**config.mk**
```make
export PLATFORM = sky130hd
export DESIGN_NAME = eirqfe_top
export DESIGN_NICKNAME = d
export VERILOG_FILES = /design/src/design/eirqfe_pkg.sv /design/src/design/eirqfe_filter.sv /design/src/design/eirqfe_top.sv
export SDC_FILE = /design/constraint.sdc
export NUM_CORES = 1
export LEC_CHECK = 0
export ABC_AREA = 1
export BUFFER_PORTS_ARGS = -buffer_cell sky130_fd_sc_hd__buf_2
export CAP_MARGIN = 20
export CORE_ASPECT_RATIO = 0.5
export CORE_MARGIN = 3
export CORE_UTILIZATION = 50
export CTS_CLUSTER_SIZE = 30
export DETAILED_ROUTE_END_ITERATION = 8
export PLACE_DENSITY_LB_ADDON = 0.15
export SLEW_MARGIN = 30
export SYNTH_ARGS = -nofsm -noshare
export SYNTH_HDL_FRONTEND = slang
export SYNTH_SLANG_ARGS = --single-unit
```
**constraint.sdc**
```tcl
create_clock -name pclk -period 1.95 [get_ports pclk]
set_input_delay 0 -clock pclk [delete_from_list [all_inputs] [get_ports pclk]]
set_output_delay 0 -clock pclk [all_outputs]
set_load 0.1 [all_outputs]
```
**src/design/eirqfe_pkg.sv**
```systemverilog
package eirqfe_pkg;

  // Number of external inputs; vector slots 0..4 carry inputs 0,1,2,3,5
  localparam int NUM_IRQ = 5;
  localparam int SLOT_ZERO = 0;
  localparam int SLOT_ONE = 1;
  localparam int SLOT_TWO = 2;
  localparam int SLOT_THREE = 3;
  localparam int SLOT_FIVE = 4;

  // Register indices; byte address is four times the index
  localparam logic [9:0] IDX_MODE = 10'h030;
  localparam logic [9:0] IDX_CTRL = 10'h037;
  localparam logic [9:0] IDX_ENABLE = 10'h03A;
  localparam logic [9:0] IDX_LATCH = 10'h03C;
  localparam logic [9:0] IDX_SELECT = 10'h03E;

  // Reset values
  localparam logic [7:0] CTRL_RESET = 8'h00;
  localparam logic [7:0] ENABLE_RESET = 8'h00;
  localparam logic [4:0] LATCH_RESET = 5'h00;
  localparam logic SELECT_RESET = 1'b0;
  localparam logic MODE_RESET = 1'b0;

  // Field positions outside the control struct
  localparam int EN_MASTER_BIT = 0;
  localparam int EN_FLAG_LSB = 1;
  localparam int LATCH_LSB = 1;
  localparam int SELECT_BIT = 0;
  localparam int MODE_SLOW_BIT = 0;

  // Clock rates: the high-frequency clock is pclk itself
  localparam longint PCLK_HZ = 100_000_000;
  localparam longint FC_HZ = 100_000_000;

  // Reject times in high-clock periods
  localparam longint REJ_ZERO_FIVE_FC = 2;
  localparam longint REJ_ONE_SHORT_FC = 15;
  localparam longint REJ_ONE_LONG_FC = 63;
  localparam longint REJ_TWO_THREE_FC = 7;
  // Reject time in low-clock periods (slow and sleep)
  localparam longint REJ_SLOW_FS = 1;

  // Thresholds in pclk cycles, rounded up
  localparam logic [6:0] THR_ZERO_FIVE =
    7'((REJ_ZERO_FIVE_FC * PCLK_HZ + FC_HZ - 1) / FC_HZ);
  localparam logic [6:0] THR_ONE_SHORT =
    7'((REJ_ONE_SHORT_FC * PCLK_HZ + FC_HZ - 1) / FC_HZ);
  localparam logic [6:0] THR_ONE_LONG =
    7'((REJ_ONE_LONG_FC * PCLK_HZ + FC_HZ - 1) / FC_HZ);
  localparam logic [6:0] THR_TWO_THREE =
    7'((REJ_TWO_THREE_FC * PCLK_HZ + FC_HZ - 1) / FC_HZ);
  // Low-clock ticks: a pulse under one period holds at most one tick
  localparam logic [6:0] THR_SLOW = 7'(REJ_SLOW_FS + 1);

  // Control register layout
  typedef struct packed {
    logic noise_sel;
    logic pin_func;
    logic [1:0] rsv_hi;
    logic edge_three;
    logic edge_two;
    logic edge_one;
    logic rsv_lo;
  } eirqfe_ctrl_type;

endpackage

```
**src/design/eirqfe_filter.sv**
```systemverilog
`timescale 1ns/1ns
`default_nettype none
module eirqfe_filter
  import eirqfe_pkg::*;
#(
  parameter int CNT_W = 7
) (
  // Clock and reset
  input wire logic pclk,
  input wire logic presetn,
  // Pin and timing
  input wire logic pin,
  input wire logic tick,
  input wire logic [CNT_W-1:0] thresh,
  // Filtered level
  output logic level
);

  logic sync_a;
  logic sync_b;
  logic [CNT_W-1:0] cnt;

  if (CNT_W < 7) begin : g_bad_width
    $error("eirqfe_filter: counter too narrow for longest threshold");
  end

  always_ff @(posedge pclk or negedge presetn) begin
    if (!presetn) begin
      sync_a <= 1'b1;
      sync_b <= 1'b1;
    end else begin
      sync_a <= pin;
      sync_b <= sync_a;
    end
  end

  // count stable samples of new level
  // short pulses never reach the edge detector
  always_ff @(posedge pclk or negedge presetn) begin
    if (!presetn) begin
      cnt <= '0;
      level <= 1'b1;
    end else if (sync_b == level) begin
      cnt <= '0;
    end else if (tick) begin
      if (cnt + 1'b1 >= thresh) begin
        level <= sync_b;
        cnt <= '0;
      end else begin
        cnt <= cnt + 1'b1;
      end
    end
  end
endmodule // eirqfe_filter
`default_nettype wire

```
**src/design/eirqfe_top.sv**
```systemverilog
// Behaviour
// - Five external inputs, each filtered for short pulses before edge detection.
// - Inputs one to three choose edge; inputs zero and five use falling.
// - Shared pin is a port input whether its pin-function bit is set or clear.
// - Pin-function bit clear: falling edge never sets input-zero latch.
// - Fast clock: inputs zero, five reject under 2, accept 7 periods.
// - Fast clock: input one rejects under 15 or 63, accepts 49 or 193.
// - Fast clock: inputs two, three reject under 7, accept 25 periods.
// - Slow or sleep: reject under one low period, accept 3.5 periods.
// - Clean edge sets its latch within establishment time plus six low periods.
// - Noise select clear means 63 periods, set means 15 periods.
// - Edge-select bit clear selects rising, set selects falling.
// - New noise threshold applies within 64 high-clock periods.
// - Driving the shared pin as output may raise a spurious request.
// - Master enable clear blocks every maskable request regardless of flags.
// - Input three latches its external pin only while the selector picks it, else the timer.
`timescale 1ns/1ns
`default_nettype none
module eirqfe_top
  import eirqfe_pkg::*;
#(
  parameter int CNT_W = 7
) (
  // Clock and reset
  input wire logic pclk,
  input wire logic presetn,
  // APB slave
  input wire logic psel,
  input wire logic penable,
  input wire logic pwrite,
  input wire logic [11:0] paddr,
  input wire logic [31:0] pwdata,
  output logic [31:0] prdata,
  output logic pready,
  output logic pslverr,
  // External pins, slots 0..4 are inputs 0,1,2,3,5
  input wire logic [NUM_IRQ-1:0] ext_irq_pins,
  input wire logic low_freq_clock,
  // Shared timer source for input three
  input wire logic timer_three_irq,
  // Port view of the shared pin and interrupt out
  output logic shared_port_bit,
  output logic irq
);

  eirqfe_ctrl_type ext_irq_control;
  logic [7:0] irq_enable_reg;
  logic [NUM_IRQ-1:0] latch;
  logic shared_source_selector;
  logic slow_mode;
  logic [2:0] low_sync;
  logic low_tick;
  logic [NUM_IRQ-1:0] filt;
  logic [NUM_IRQ-1:0] filt_q;
  logic [NUM_IRQ-1:0] rise;
  logic [NUM_IRQ-1:0] fall;
  logic [NUM_IRQ-1:0] hit;
  logic [NUM_IRQ-1:0] clr;
  logic [CNT_W-1:0] thr [NUM_IRQ];
  logic master_irq_enable;
  logic [NUM_IRQ-1:0] enable_flags;
  logic setup;
  logic access_ok;
  logic wr_en;
  logic [9:0] idx;
  logic mapped;
  logic [31:0] next_prdata;

  if (CNT_W < 7) begin : g_bad_width
    $error("eirqfe_top: counter too narrow for longest threshold");
  end

  assign master_irq_enable = irq_enable_reg[EN_MASTER_BIT];
  assign enable_flags = irq_enable_reg[EN_FLAG_LSB +: NUM_IRQ];

  // low clock sampled twice, then edge taken as a tick
  always_ff @(posedge pclk or negedge presetn) begin
    if (!presetn) begin
      low_sync <= 3'h0;
    end else begin
      low_sync <= {low_sync[1:0], low_freq_clock};
    end
  end
  assign low_tick = low_sync[1] & ~low_sync[2];

  always_comb begin
    if (slow_mode) begin
      for (int i = 0; i < NUM_IRQ; i++) begin
        thr[i] = CNT_W'(THR_SLOW);
      end
    end else begin
      thr[SLOT_ZERO] = CNT_W'(THR_ZERO_FIVE);
      thr[SLOT_FIVE] = CNT_W'(THR_ZERO_FIVE);
      thr[SLOT_ONE] = ext_irq_control.noise_sel ? CNT_W'(THR_ONE_SHORT)
                                                : CNT_W'(THR_ONE_LONG);
      thr[SLOT_TWO] = CNT_W'(THR_TWO_THREE);
      thr[SLOT_THREE] = CNT_W'(THR_TWO_THREE);
    end
  end

  for (genvar g = 0; g < NUM_IRQ; g++) begin : g_filt
    eirqfe_filter #(.CNT_W(CNT_W)) u_filt (
      .pclk(pclk),
      .presetn(presetn),
      .pin(ext_irq_pins[g]),
      .tick(slow_mode ? low_tick : 1'b1),
      .thresh(thr[g]),
      .level(filt[g])
    );
  end

  // Previous filtered level for edge detection
  always_ff @(posedge pclk or negedge presetn) begin
    if (!presetn) begin
      filt_q <= '1;
    end else begin
      filt_q <= filt;
    end
  end
  assign rise = filt & ~filt_q;
  assign fall = ~filt & filt_q;

  // fixed falling edge on zero and five
  // edge select: clear rising, set falling
  // input zero gated by pin function
  // input three follows the source selector
  always_comb begin
    hit[SLOT_ZERO] = fall[SLOT_ZERO] & ext_irq_control.pin_func;
    hit[SLOT_FIVE] = fall[SLOT_FIVE];
    hit[SLOT_ONE] = ext_irq_control.edge_one ? fall[SLOT_ONE]
                                             : rise[SLOT_ONE];
    hit[SLOT_TWO] = ext_irq_control.edge_two ? fall[SLOT_TWO]
                                             : rise[SLOT_TWO];
    hit[SLOT_THREE] = shared_source_selector ? timer_three_irq
      : (ext_irq_control.edge_three ? fall[SLOT_THREE]
                                    : rise[SLOT_THREE]);
  end

  // shared pin read back as a port bit
  // pin fed straight in, so own output changes may trigger
  always_ff @(posedge pclk or negedge presetn) begin
    if (!presetn) begin
      shared_port_bit <= 1'b1;
    end else begin
      shared_port_bit <= filt_q[SLOT_ZERO];
    end
  end

  // APB phase decode
  assign setup = psel & ~penable;
  assign access_ok = psel & penable & pready;
  assign wr_en = access_ok & pwrite & ~pslverr;
  assign idx = paddr[11:2];
  assign mapped = (paddr[1:0] == 2'h0) &&
    (idx == IDX_MODE || idx == IDX_CTRL || idx == IDX_ENABLE ||
     idx == IDX_LATCH || idx == IDX_SELECT);
  assign clr = (wr_en && idx == IDX_LATCH) ?
    pwdata[LATCH_LSB +: NUM_IRQ] : '0;

  // Read mux
  always_comb begin
    next_prdata = 32'h0000_0000;
    unique case (idx)
      IDX_MODE: next_prdata[MODE_SLOW_BIT] = slow_mode;
      IDX_CTRL: next_prdata[7:0] = ext_irq_control;
      IDX_ENABLE: next_prdata[7:0] = irq_enable_reg;
      IDX_LATCH: next_prdata[LATCH_LSB +: NUM_IRQ] = latch;
      IDX_SELECT: next_prdata[SELECT_BIT] = shared_source_selector;
      default: next_prdata = 32'h0000_0000;
    endcase
  end

  // Bus answer: ready in the first access cycle
  always_ff @(posedge pclk or negedge presetn) begin
    if (!presetn) begin
      pready <= 1'b0;
      pslverr <= 1'b0;
      prdata <= 32'h0000_0000;
    end else if (setup) begin
      pready <= 1'b1;
      pslverr <= ~mapped;
      prdata <= mapped && !pwrite ? next_prdata : 32'h0000_0000;
    end else begin
      pready <= 1'b0;
      pslverr <= 1'b0;
    end
  end

  // Control register writes; reserved bits stay zero
  always_ff @(posedge pclk or negedge presetn) begin
    if (!presetn) begin
      ext_irq_control <= CTRL_RESET;
    end else if (wr_en && idx == IDX_CTRL) begin
      ext_irq_control <= pwdata[7:0] & 8'hCE;
    end
  end

  // Enable, selector and clock mode writes
  always_ff @(posedge pclk or negedge presetn) begin
    if (!presetn) begin
      irq_enable_reg <= ENABLE_RESET;
      shared_source_selector <= SELECT_RESET;
      slow_mode <= MODE_RESET;
    end else if (wr_en) begin
      if (idx == IDX_ENABLE) begin
        irq_enable_reg <= pwdata[7:0] & 8'h3F;
      end
      if (idx == IDX_SELECT) begin
        shared_source_selector <= pwdata[SELECT_BIT];
      end
      if (idx == IDX_MODE) begin
        slow_mode <= pwdata[MODE_SLOW_BIT];
      end
    end
  end

  // Sticky latches, write one to clear, a new hit wins
  always_ff @(posedge pclk or negedge presetn) begin
    if (!presetn) begin
      latch <= LATCH_RESET;
    end else begin
      latch <= (latch & ~clr) | hit;
    end
  end

  always_ff @(posedge pclk or negedge presetn) begin
    if (!presetn) begin
      irq <= 1'b0;
    end else begin
      irq <= master_irq_enable & |(latch & enable_flags);
    end
  end
endmodule // eirqfe_top
`default_nettype wire

```
=== Yosys cells after proc, flatten, opt, wreduce, memory -nomap -nowiden ===
Index checks and enable logic that the tools add are counted.

* Flip-flop bits (word level): 112
* Bits in latches: 0
* Bits in writable memories: 0
* Bits in read-only memories: 0
* Output and inout port bits: 36
* Word-level logic and storage cells: 134
* Memories: 0

* Add/subtract/negate cells: 5
* $mul: 0
* Div/mod/pow operators: 0
* $lt $le $gt $ge: 5
* Equal/unequal tests: 10
* Shifts and indexed selects: 0
* Muxes and demuxes: 29
* Bitwise logic cells: 25
* Reductions and logical operators: 24

{| class="wikitable"
|+ Operators with widths
! kind !! count
|-
| 7-bit 2-to-1 mux || 15
|-
| 10-bit by 6-bit equality test with 1-bit output (second input constant) || 5
|-
| 7-bit by 1-bit adder with 7-bit output (second input constant) || 5
|-
| 27-bit 2-to-1 mux || 1
|-
| 7-bit greater-or-equal comparator || 3
|-
| 5-bit AND || 3
|-
| 5-bit one-hot mux with 3 select lines || 1
|-
| 3-bit AND reduction || 5
|-
| 5-bit NOT || 2
|-
| 2-bit nonzero test || 5
|-
| 1-bit NOT || 9
|-
| 1-bit AND || 8
|-
| 8-bit 2-to-1 mux || 1
|-
| 7-bit by 2-bit greater-or-equal comparator with 1-bit output (second input constant) || 1
|-
| 7-bit by 6-bit greater-or-equal comparator with 1-bit output || 1
|-
| 1-bit 2-to-1 mux || 7
|-
| 6-bit 2-to-1 mux || 1
|-
| 2-bit AND reduction || 3
|-
| 1-bit equality test || 5
|-
| 5-bit 2-to-1 mux || 1
|-
| 5-bit OR || 1
|-
| 5-bit OR reduction || 1
|-
| 4-bit AND || 1
|-
| 1-bit logical AND || 4
|-
| other kinds (6) || 9
|}

=== Logic depth before layout (Yosys ltp) ===
Gate-level depths: netlist (run 1).

* Depth in word-level cells: 9
* Gate-level depth with buffers: 17
* Gate-level depth less buffers: 17

=== Hierarchy ===
Synthesis (run 1) repeated with hierarchy kept, for this count alone.

* Cell total of the unflattened synthesis: 763
* Area, all modules: 5562.8 µm²

{| class="wikitable"
|+ By module, submodules not included
! module !! times used !! cells an instance !! area each (µm²) !! sequential area each (µm²)
|-
| eirqfe_filter || 5 || 100 || 703.2 || 254.0
|-
| eirqfe_top || 1 || 263 || 2047.0 || 958.4
|}

=== Least setup slack after synthesis (run 1) ===
Ideal clock, no wire load.

* Path type: register -> register
* Start: reg pready
* End: reg ext_irq_control[6] (netlist bit)
* Library setup time: 0.128 ns
* Data arrival time: 1.876 ns
* Setup slack: -0.054 ns
* Cell stages (with the launch flop): 5
* Path buffers: 0
* Period minus slack after synthesis: 2.004 ns
* Cell sequence: dfrtp_1 > nand3_1 > nor3_4 > nand3_2 > mux2_1

* Longest elaborated chain between the ends: 4

{| class="wikitable"
|+ RTL lines
! element !! line !! source
|-
| start: declaration || eirqfe_top.sv:34 || <nowiki>output logic pready,</nowiki>
|-
| start signal: assignment || eirqfe_top.sv:176 || <nowiki>pready <= 1'b0;</nowiki>
|-
| start signal: assignment || eirqfe_top.sv:180 || <nowiki>pready <= 1'b1;</nowiki>
|-
| start signal: assignment || eirqfe_top.sv:184 || <nowiki>pready <= 1'b0;</nowiki>
|-
| 1-bit AND || eirqfe_top.sv:151 || <nowiki>assign access_ok = psel & penable & pready;</nowiki>
|-
| 1-bit AND (2 in a row) || eirqfe_top.sv:152 || <nowiki>assign wr_en = access_ok & pwrite & ~pslverr;</nowiki>
|-
| 1-bit logical AND || eirqfe_top.sv:193 || <nowiki>end else if (wr_en && idx == IDX_CTRL) begin</nowiki>
|-
| end signal: assignment || eirqfe_top.sv:194 || <nowiki>ext_irq_control <= pwdata[7:0] & 8'hCE;</nowiki>
|-
| end: declaration || eirqfe_top.sv:46 || <nowiki>eirqfe_ctrl_type ext_irq_control;</nowiki>
|}

Every way passes these cells.
A chain may end at the register's enable or synchronous reset.

=== Final worst setup path (run 1) ===
* Start: reg g_filt[1].u_filt.cnt[1]
* End: reg g_filt[1].u_filt.cnt[5]

* Longest elaborated chain between the ends: 5

{| class="wikitable"
|+ RTL lines
! element !! line !! source
|-
| start: declaration || eirqfe_filter.sv:21 || <nowiki>logic [CNT_W-1:0] cnt;</nowiki>
|-
| start signal: assignment || eirqfe_filter.sv:50 || <nowiki>cnt <= cnt + 1'b1;</nowiki>
|-
| 7-bit by 1-bit adder with 7-bit output * || eirqfe_filter.sv:46, eirqfe_filter.sv:50 ||
|-
| 7-bit by 6-bit greater-or-equal comparator with 1-bit output || eirqfe_filter.sv:46 || <nowiki>if (cnt + 1'b1 >= thresh) begin</nowiki>
|-
| 7-bit 2-to-1 mux * || eirqfe_filter.sv:46 ||
|-
| 7-bit 2-to-1 mux * || eirqfe_filter.sv:45 || <nowiki>end else if (tick) begin</nowiki>
|-
| 7-bit 2-to-1 mux * || eirqfe_filter.sv:43 || <nowiki>end else if (sync_b == level) begin</nowiki>
|}

Every way passes the cells marked *; elsewhere a longest branch is shown, timed or not. The select of a mux whose other input is x is not followed.

==> results of run 1 <==
[worst max path at each step]
| stage | end | slack, ns |
|---|---|---|
| finish | g_filt[1].u_filt.cnt[5] | -0.03 |
| floorplan | g_filt[2].u_filt.cnt[0] | 0.12 |
| CTS | g_filt[1].u_filt.cnt[5] | -0.02 |
| detailed placement | g_filt[1].u_filt.cnt[5] | -0.02 |
| global placement | g_filt[1].u_filt.cnt[5] | 0.02 |
| global route | g_filt[1].u_filt.cnt[1] | -0.14 |
[repair_timing]
item	in CTS	in global routing
gates resized for setup	2	9
buffers inserted	1	3
hold endpoints to repair	55	0
setup endpoints to repair	9	16
hold buffers	19	0
pin swaps	4	6
[layer usage]
| metal | vias up | wire, um | share of wire [%] | global-route usage (%) |
|---|---|---|---|---|
| li1 | 1769 | - | - | - |
| met1 | 1557 | 4080 | 47 | 24.4 |
| met2 | 85 | 4030 | 46 | 29.9 |
| met3 | 4 | 545 | 6.3 | 6.22 |
| met4 | 0 | 56 | 0.64 | 3.54 |
| met5 | - | 0 | 0 | 0 |
[final cells by class]
| cell class | count | area share (%) |
|---|---|---|
| tap | 112 | 2.58 |
| inverter | 80 | 5.54 |
| multi-input combinational | 351 | 35.2 |
| sequential | 88 | 41.1 |
| clock buffer | 12 | 4.92 |
| timing repair buffer | 77 | 9.67 |
| clock inverter | 4 | 0.946 |
[critical path, delay by kind of cell (launching register included)]
kind / cells / cell delay [ns]
XOR/XNOR: 1 / 0.16
adder cells (fa/ha/maj): 2 / 0.51
buffers and inverters: 1 / 0.03
flip-flops: 1 / 0.39
AND/OR/NAND/NOR: 12 / 0.83
[kinds of logic (layout without fill, tap and decap cells)]
logic type / after synthesis / in the layout / share of synthesized area (%)
multiplexers: 2 / 2 / 0.499
XOR/XNOR: 13 / 13 / 2.52
other: 1 / 24 / 0.0832
AND/OR/NAND/NOR: 247 / 247 / 25.4
adder cells (fa/ha/maj): 16 / 16 / 4.44
flip-flops: 88 / 88 / 49.4
AO/OA/AOI/OAI: 49 / 49 / 6.58
buffers and inverters: 106 / 173 / 11.0
[cell usage in the layout (no fill, tap or decap), types with 2 or more instances in the layout]
cell type      instances
a21oi_1                8
buf_2                 42
buf_4                 15
clkbuf_16              9
clkbuf_8               3
conb_1                24
dfrtp_1               66
dfstp_2               21
dlygate4sd3_1         19
ha_1                  13
ha_2                   3
inv_1                 74
inv_2                  5
mux2_1                 2
nand2_1              128
nand2_2                2
nand3_1               28
nand3_2                5
nand3b_1               7
nand4_1                7
nor2_1                42
nor2_2                 5
nor2_4                 3
nor3_1                 8
nor3_4                 2
o211ai_1               3
o21ai_0               18
o21ai_1                7
o21ai_2                6
o22ai_1                2
or2_2                  4
or3_1                  3
xnor2_1                5
xor2_1                 6
xor2_2                 2
[stage by stage]
| step | std cells | hold slack, ns |
|---|---|---|
| detailed placement | 685 | 0.0149 |
| finish | 724 | 0.0119 |
| CTS | 721 | 0.00513 |
| global route | 724 | 0.0521 |
| floorplan | 545 | -0.296 |
| global placement | 685 | 0.0133 |
[power by group through the flow]
stage	logic, mW	registers [mW]	clock network, mW
final	1.14	2.22	1.79
after global routing	1.30	2.24	1.92
after CTS	1.12	2.21	1.84
after detailed placement	1.08	2.24	0
after global placement	1.06	2.23	0
after floorplan	0.750	2.31	0
==> flow_summary.yaml, run 1 <==
status:
  status: "complete, but fails checks"
  violations: "negative setup slack"
logic_synthesis:
  yosysWarnings: 0
  synth_cell_types: 38
  synth_edf_count: 0
  yosysMostFrequentCell: "nand2_1"
  yosysTopAreaCell: "dfrtp_1"
  synth-seq-area-share_pct: 49.4
  yosys.area.top_type_share_pct: 37.2
  synth_seq_cells: 88
  synthCells: 522
  synthArstFlopShare_pct: 100
  synth_common_cells: "nand2_1 (128), inv_1 (74), dfrtp_1 (67)"
  synth_area_um2: 4510
  synth_ff_type: "dfrtp_1"
  avgSynthCellArea_um2: 8.64
  synthTopCellsByArea: "dfrtp_1 (37%), dfstp_2 (12%), nand2_1 (11%)"
clocking:
  cts_root_buf: "clkbuf_16"
  htree_levels: 3
  clkSinkCount: 88
  tritoncts: "done"
  clock_path_buffers: 2
  cts_buffers: 9
  path_clk_slew_ns: 0.06
  clk_latency_ns: 0.34
setup_path:
  startpoint: "g_filt[1].u_filt.cnt[1]"
  rrSetupSlack_ns: -0.03
  r2r-end: "g_filt[1].u_filt.cnt[5]"
  cp.required_ns: 2.23
  arrival_ns: 2.25
  path_max_fanout: 6
  worst-r2r-cell-count: 16
  slowest_stage: "dfrtp_1"
  path_cells: "ha_2, xor2_1, ha_1, nand2_1, inv_1, nand2_1, nand2_1, nand2_1, nand2_1, nand2_1, nand2_1, nand2_1, nand2_2, nor2_4, nand2_1, nand2_1"
  critPathCaptureType: "register"
  critPathMaxStageDelay_ns: 0.39
  start_kind: "register"
  r2r_start: "g_filt[1].u_filt.cnt[1]"
  path_common_cell: "nand2_1"
  crit_type: "reg -> reg"
global_route:
  track_usage_pct: 18.4
  overflow: 0
  grt_pass1_vias: 3218
  grt_pass1_wl_um: 14700
  grt_max_degree: 43
  grt_antenna_before_repair: 0
sta:
  post-route-min-period_ns: 1.98
  relSlewSlack_pct: 65.4
  setup-violations-final: 6
  maxSlewViolCount: 0
  hold_viol: 0
  finalClockSkew_ns: 0.00747
  rsz0062_at_grt: "true"
  tightest_slew_ns: 0.519
  finalSetupTns_ns: -0.0764
  fin_ws_ns: -0.0279
  clock.fmax_mhz: 506
  period_share_pct: 101
worst_hold_path:
  hold_depth: 4
  hold_start: "paddr[0]"
  min_to: "pslverr"
  hold_path_class: "in -> reg"
power_and_ir_drop:
  p_leak_nw: 2.69
  combPwrFrac_pct: 22.2
  finalPower_mw: 5.15
  p_int_mw: 3.55
  pwr-share-clk_pct: 34.8
  power.density_nw_per_um2: 950
  power.switching_mw: 1.60
  vdd_ir_drop_max_v: 0.000564
  power_frac_seq_pct: 43.0
  switching_share_pct: 31.0
flow_run:
  maxCapViolCount: 0
final_layout:
  fill_cells: 682
  finalNetCount: 679
  final_core_util_pct: 64.7
  antenna_cells: 0
  largest_register_ffs: 35
  ff_latch_area_um2: 2230
  fin_area_um2: 5420
  drive_gt1_share_pct: 22.5
  syn_to_final_growth_pct: 20.2
  multi_input_area_um2: 1910
die:
  io_pins: 92
  start_util_pct: 53.8
  fp-row-count: 23
  die-area_um2: 10300
  core_area_um2: 8370
  die_w_um: 140
  die_height_um: 73.2
place:
  place_ws_ns: -0.0165
  place_congestion: 0.875
  dpl_cell_area_um2: 4840
  dp.final_hpwl_um: 6300
  portBuffers: 43
routing:
  wl_per_cell_um: 12.0
  vias: 3415
  routed_via_density: 4.72
  remaining_drc_errors: 0
  drt-initial-drc-count: 210
  detail-route-antenna-nets: 0
  drtPass1Iterations: 4
  drt-total-wl_um: 8710
No activity file was read; power rests on OpenSTA's default activity.
==> run 2: changes to the inputs <==
--- a/config.mk
+++ b/config.mk
@@ -5,12 +5,11 @@
 export SDC_FILE = /design/constraint.sdc
 export NUM_CORES = 1
 export LEC_CHECK = 0
-export ABC_AREA = 1
 export BUFFER_PORTS_ARGS = -buffer_cell sky130_fd_sc_hd__buf_2
 export CAP_MARGIN = 20
 export CORE_ASPECT_RATIO = 0.5
 export CORE_MARGIN = 3
-export CORE_UTILIZATION = 50
+export CORE_UTILIZATION = 49
 export CTS_CLUSTER_SIZE = 30
 export DETAILED_ROUTE_END_ITERATION = 8
 export PLACE_DENSITY_LB_ADDON = 0.15
==> run 2 against run 1 <==
Net effect: the flow still finishes with violations (negative setup slack); register-to-register slack got worse by 0.11 ns; fmax down 5.2%; count of clock-buffer cells in the layout did not move; utilization fell by 0.56 points; clock power decreased by 15%; final cell count fell by 17%; sequential share of layout area rose by 0.91 points; worst hold slack improved by 0.016 ns; flip-flop and latch count stayed put; setup slack got worse by 0.11 ns; critical endpoint is now g_filt[2].u_filt.level.
==> flow_summary.yaml, run 2 <==
setup_path:
  rrSetupSlack_ns: -0.14
  path_max_fanout: 2
  r2r-end: "g_filt[2].u_filt.level"
  worst-r2r-cell-count: 7
  r2r_start: "g_filt[2].u_filt.cnt[1]"
  startpoint: "g_filt[2].u_filt.cnt[1]"
  start_kind: "register"
  crit_type: "reg -> reg"
  arrival_ns: 2.35
  critPathCaptureType: "register"
  cp.required_ns: 2.21
logic_synthesis:
  synth_cell_types: 62
  synth_common_cells: "dfrtp_1 (67), nand2_1 (27), buf_4 (24), nor2_1 (24)"
  synth-seq-area-share_pct: 51.3
  synth_area_um2: 4340
  synthCells: 389
  yosysMostFrequentCell: "dfrtp_1"
  synthTopCellsByArea: "dfrtp_1 (39%), dfstp_2 (13%), ha_1 (4.6%)"
  avgSynthCellArea_um2: 11.2
  yosysTopAreaCell: "dfrtp_1"
  yosys.area.top_type_share_pct: 38.6
  synth_ff_type: "dfrtp_1"
  synth_edf_count: 0
  synth_seq_cells: 88
  yosysWarnings: 0
  synthArstFlopShare_pct: 100
clocking:
  htree_levels: 3
  cts_root_buf: "clkbuf_16"
  clock_path_buffers: 2
  path_clk_slew_ns: 0.06
  clkSinkCount: 88
  clk_latency_ns: 0.34
  tritoncts: "done"
  cts_buffers: 9
worst_hold_path:
  hold_depth: 3
  min_to: "pslverr"
  hold_path_class: "in -> reg"
  hold_start: "paddr[0]"
sta:
  fin_ws_ns: -0.136
  hold_viol: 0
  hold_ws_ns: 0.0275
  maxSlewViolCount: 0
  setup-violations-final: 11
  clock.fmax_mhz: 479
  period_share_pct: 107
  tightest_slew_ns: 0.684
  finalClockSkew_ns: 0.00382
  post-route-min-period_ns: 2.09
  relSlewSlack_pct: 54.1
  finalSetupTns_ns: -0.713
  rsz0062_at_grt: "true"
power_and_ir_drop:
  vdd_ir_drop_max_v: 0.000526
  combPwrFrac_pct: 24.5
  power.density_nw_per_um2: 950
  power_frac_seq_pct: 45.4
  p_leak_nw: 2.46
  p_int_mw: 3.42
  switching_share_pct: 32.3
  power.switching_mw: 1.63
  pwr-share-clk_pct: 30.1
die:
  core_area_um2: 8290
  die_w_um: 139
  io_pins: 92
  die_height_um: 72.6
  die-area_um2: 10100
  start_util_pct: 52.4
  fp-row-count: 23
place:
  dp.final_hpwl_um: 6780
  place_ws_ns: -0.170
  place_congestion: 0.874
  portBuffers: 43
routing:
  routed_via_density: 5.46
  drt-total-wl_um: 9420
  drt-initial-drc-count: 335
  wl_per_cell_um: 15.8
  vias: 3266
  detail-route-antenna-nets: 0
  drtPass1Iterations: 4
  remaining_drc_errors: 0
final_layout:
  fill_cells: 651
  syn_to_final_growth_pct: 22.5
  largest_register_ffs: 35
  mostFrequentLayoutCell: "dfrtp_1"
  antenna_cells: 0
  finalNetCount: 553
  ff_latch_area_um2: 2240
  multi_input_area_um2: 2030
  drive_gt1_share_pct: 30.5
  final_cell_mix: "dfrtp_1 (63), buf_2 (42), buf_4 (30)"
  final_core_util_pct: 64.2
global_route:
  grt_max_degree: 41
  track_usage_pct: 19.9
  overflow: 0
  grt_pass1_vias: 3284
  grt_antenna_before_repair: 0
  grt_pass1_wl_um: 16000
status:
  violations: "negative setup slack"
  status: "complete, but fails checks"
flow_run:
  maxCapViolCount: 0
## run 2: power by group through the flow
stage                     sequential (mW)  combinational [mW]  clock, mW
after CTS                            2.29                1.20       1.56
after floorplan                      2.36               0.787          0
after global routing                 2.32                1.34       1.65
final                                2.29                1.24       1.52
after detailed placement             2.32                1.14          0
after global placement               2.29                1.09          0
## run 2: critical path, stage by stage, from the launching register on
cell and delay, ns:
dfrtp_1 0.39, ha_2 0.21, xor2_1 0.14, ha_1 0.26
and2_1 0.16, a221o_1 0.36, o21ai_1 0.17, mux2_4 0.31
## run 2: final cells by class
cell class / count / area share [%]
Inverter: 8 / 0.565
Clock inverter: 4 / 0.423
Clock buffer: 12 / 4.45
Multi-Input combinational cell: 284 / 38.1
Timing Repair Buffer: 90 / 11.8
Tap cell: 112 / 2.63
Sequential cell: 88 / 42.0
## run 2: worst max-delay path by stage
stage | end | slack (ns) | cells past startpoint
floorplan | g_filt[1].u_filt.level | -0.15 | 9
global placement | g_filt[1].u_filt.cnt[4] | -0.07 | 10
detailed placement | g_filt[1].u_filt.cnt[3] | -0.17 | 10
CTS | g_filt[2].u_filt.cnt[2] | -0.14 | 8
global route | g_filt[1].u_filt.cnt[1] | -0.23 | 10
finish | g_filt[2].u_filt.level | -0.14 | 7
## run 2: through the flow
stage / power (mW) / cells / cell area (um2)
final: 5.05 / 598 / 5320
after global placement: 3.38 / 561 / 4820
after detailed placement: 3.45 / 561 / 4820
after floorplan: 3.15 / 412 / 4470
after global routing: 5.30 / 598 / 5320
after CTS: 5.05 / 594 / 5270
## run 2: cells by family (layout without fill, tap and decap cells)
kind of cell             count (synthesis)  count (layout)  synth area share, %
AO/OA/AOI/OAI                           71              71                 12.2
XOR/XNOR                                18              18                 3.63
adder cells (fa/ha/maj)                 16              16                 4.61
buffers and inverters                   40             114                 5.68
flip-flops                              88              88                 51.3
multiplexers                            18              18                 4.73
other                                    1              24               0.0864
AND/OR/NAND/NOR                        137             137                 17.7
## run 2: repair_timing
action                                 4_1_cts  5_1_grt
endpoints found under the hold margin       55        0
resized for setup                            6        7
setup endpoints to repair                   11       13
setup buffers                                1        4
pin swaps                                    6        7
hold buffers                                16        0
## run 2: routing by layer
metal | wire length [um] | global-route usage [%]
met1 | 4280 | 25.7
met2 | 4480 | 33.3
met3 | 515 | 6.32
met4 | 143 | 5.21
met5 | 0 | 0
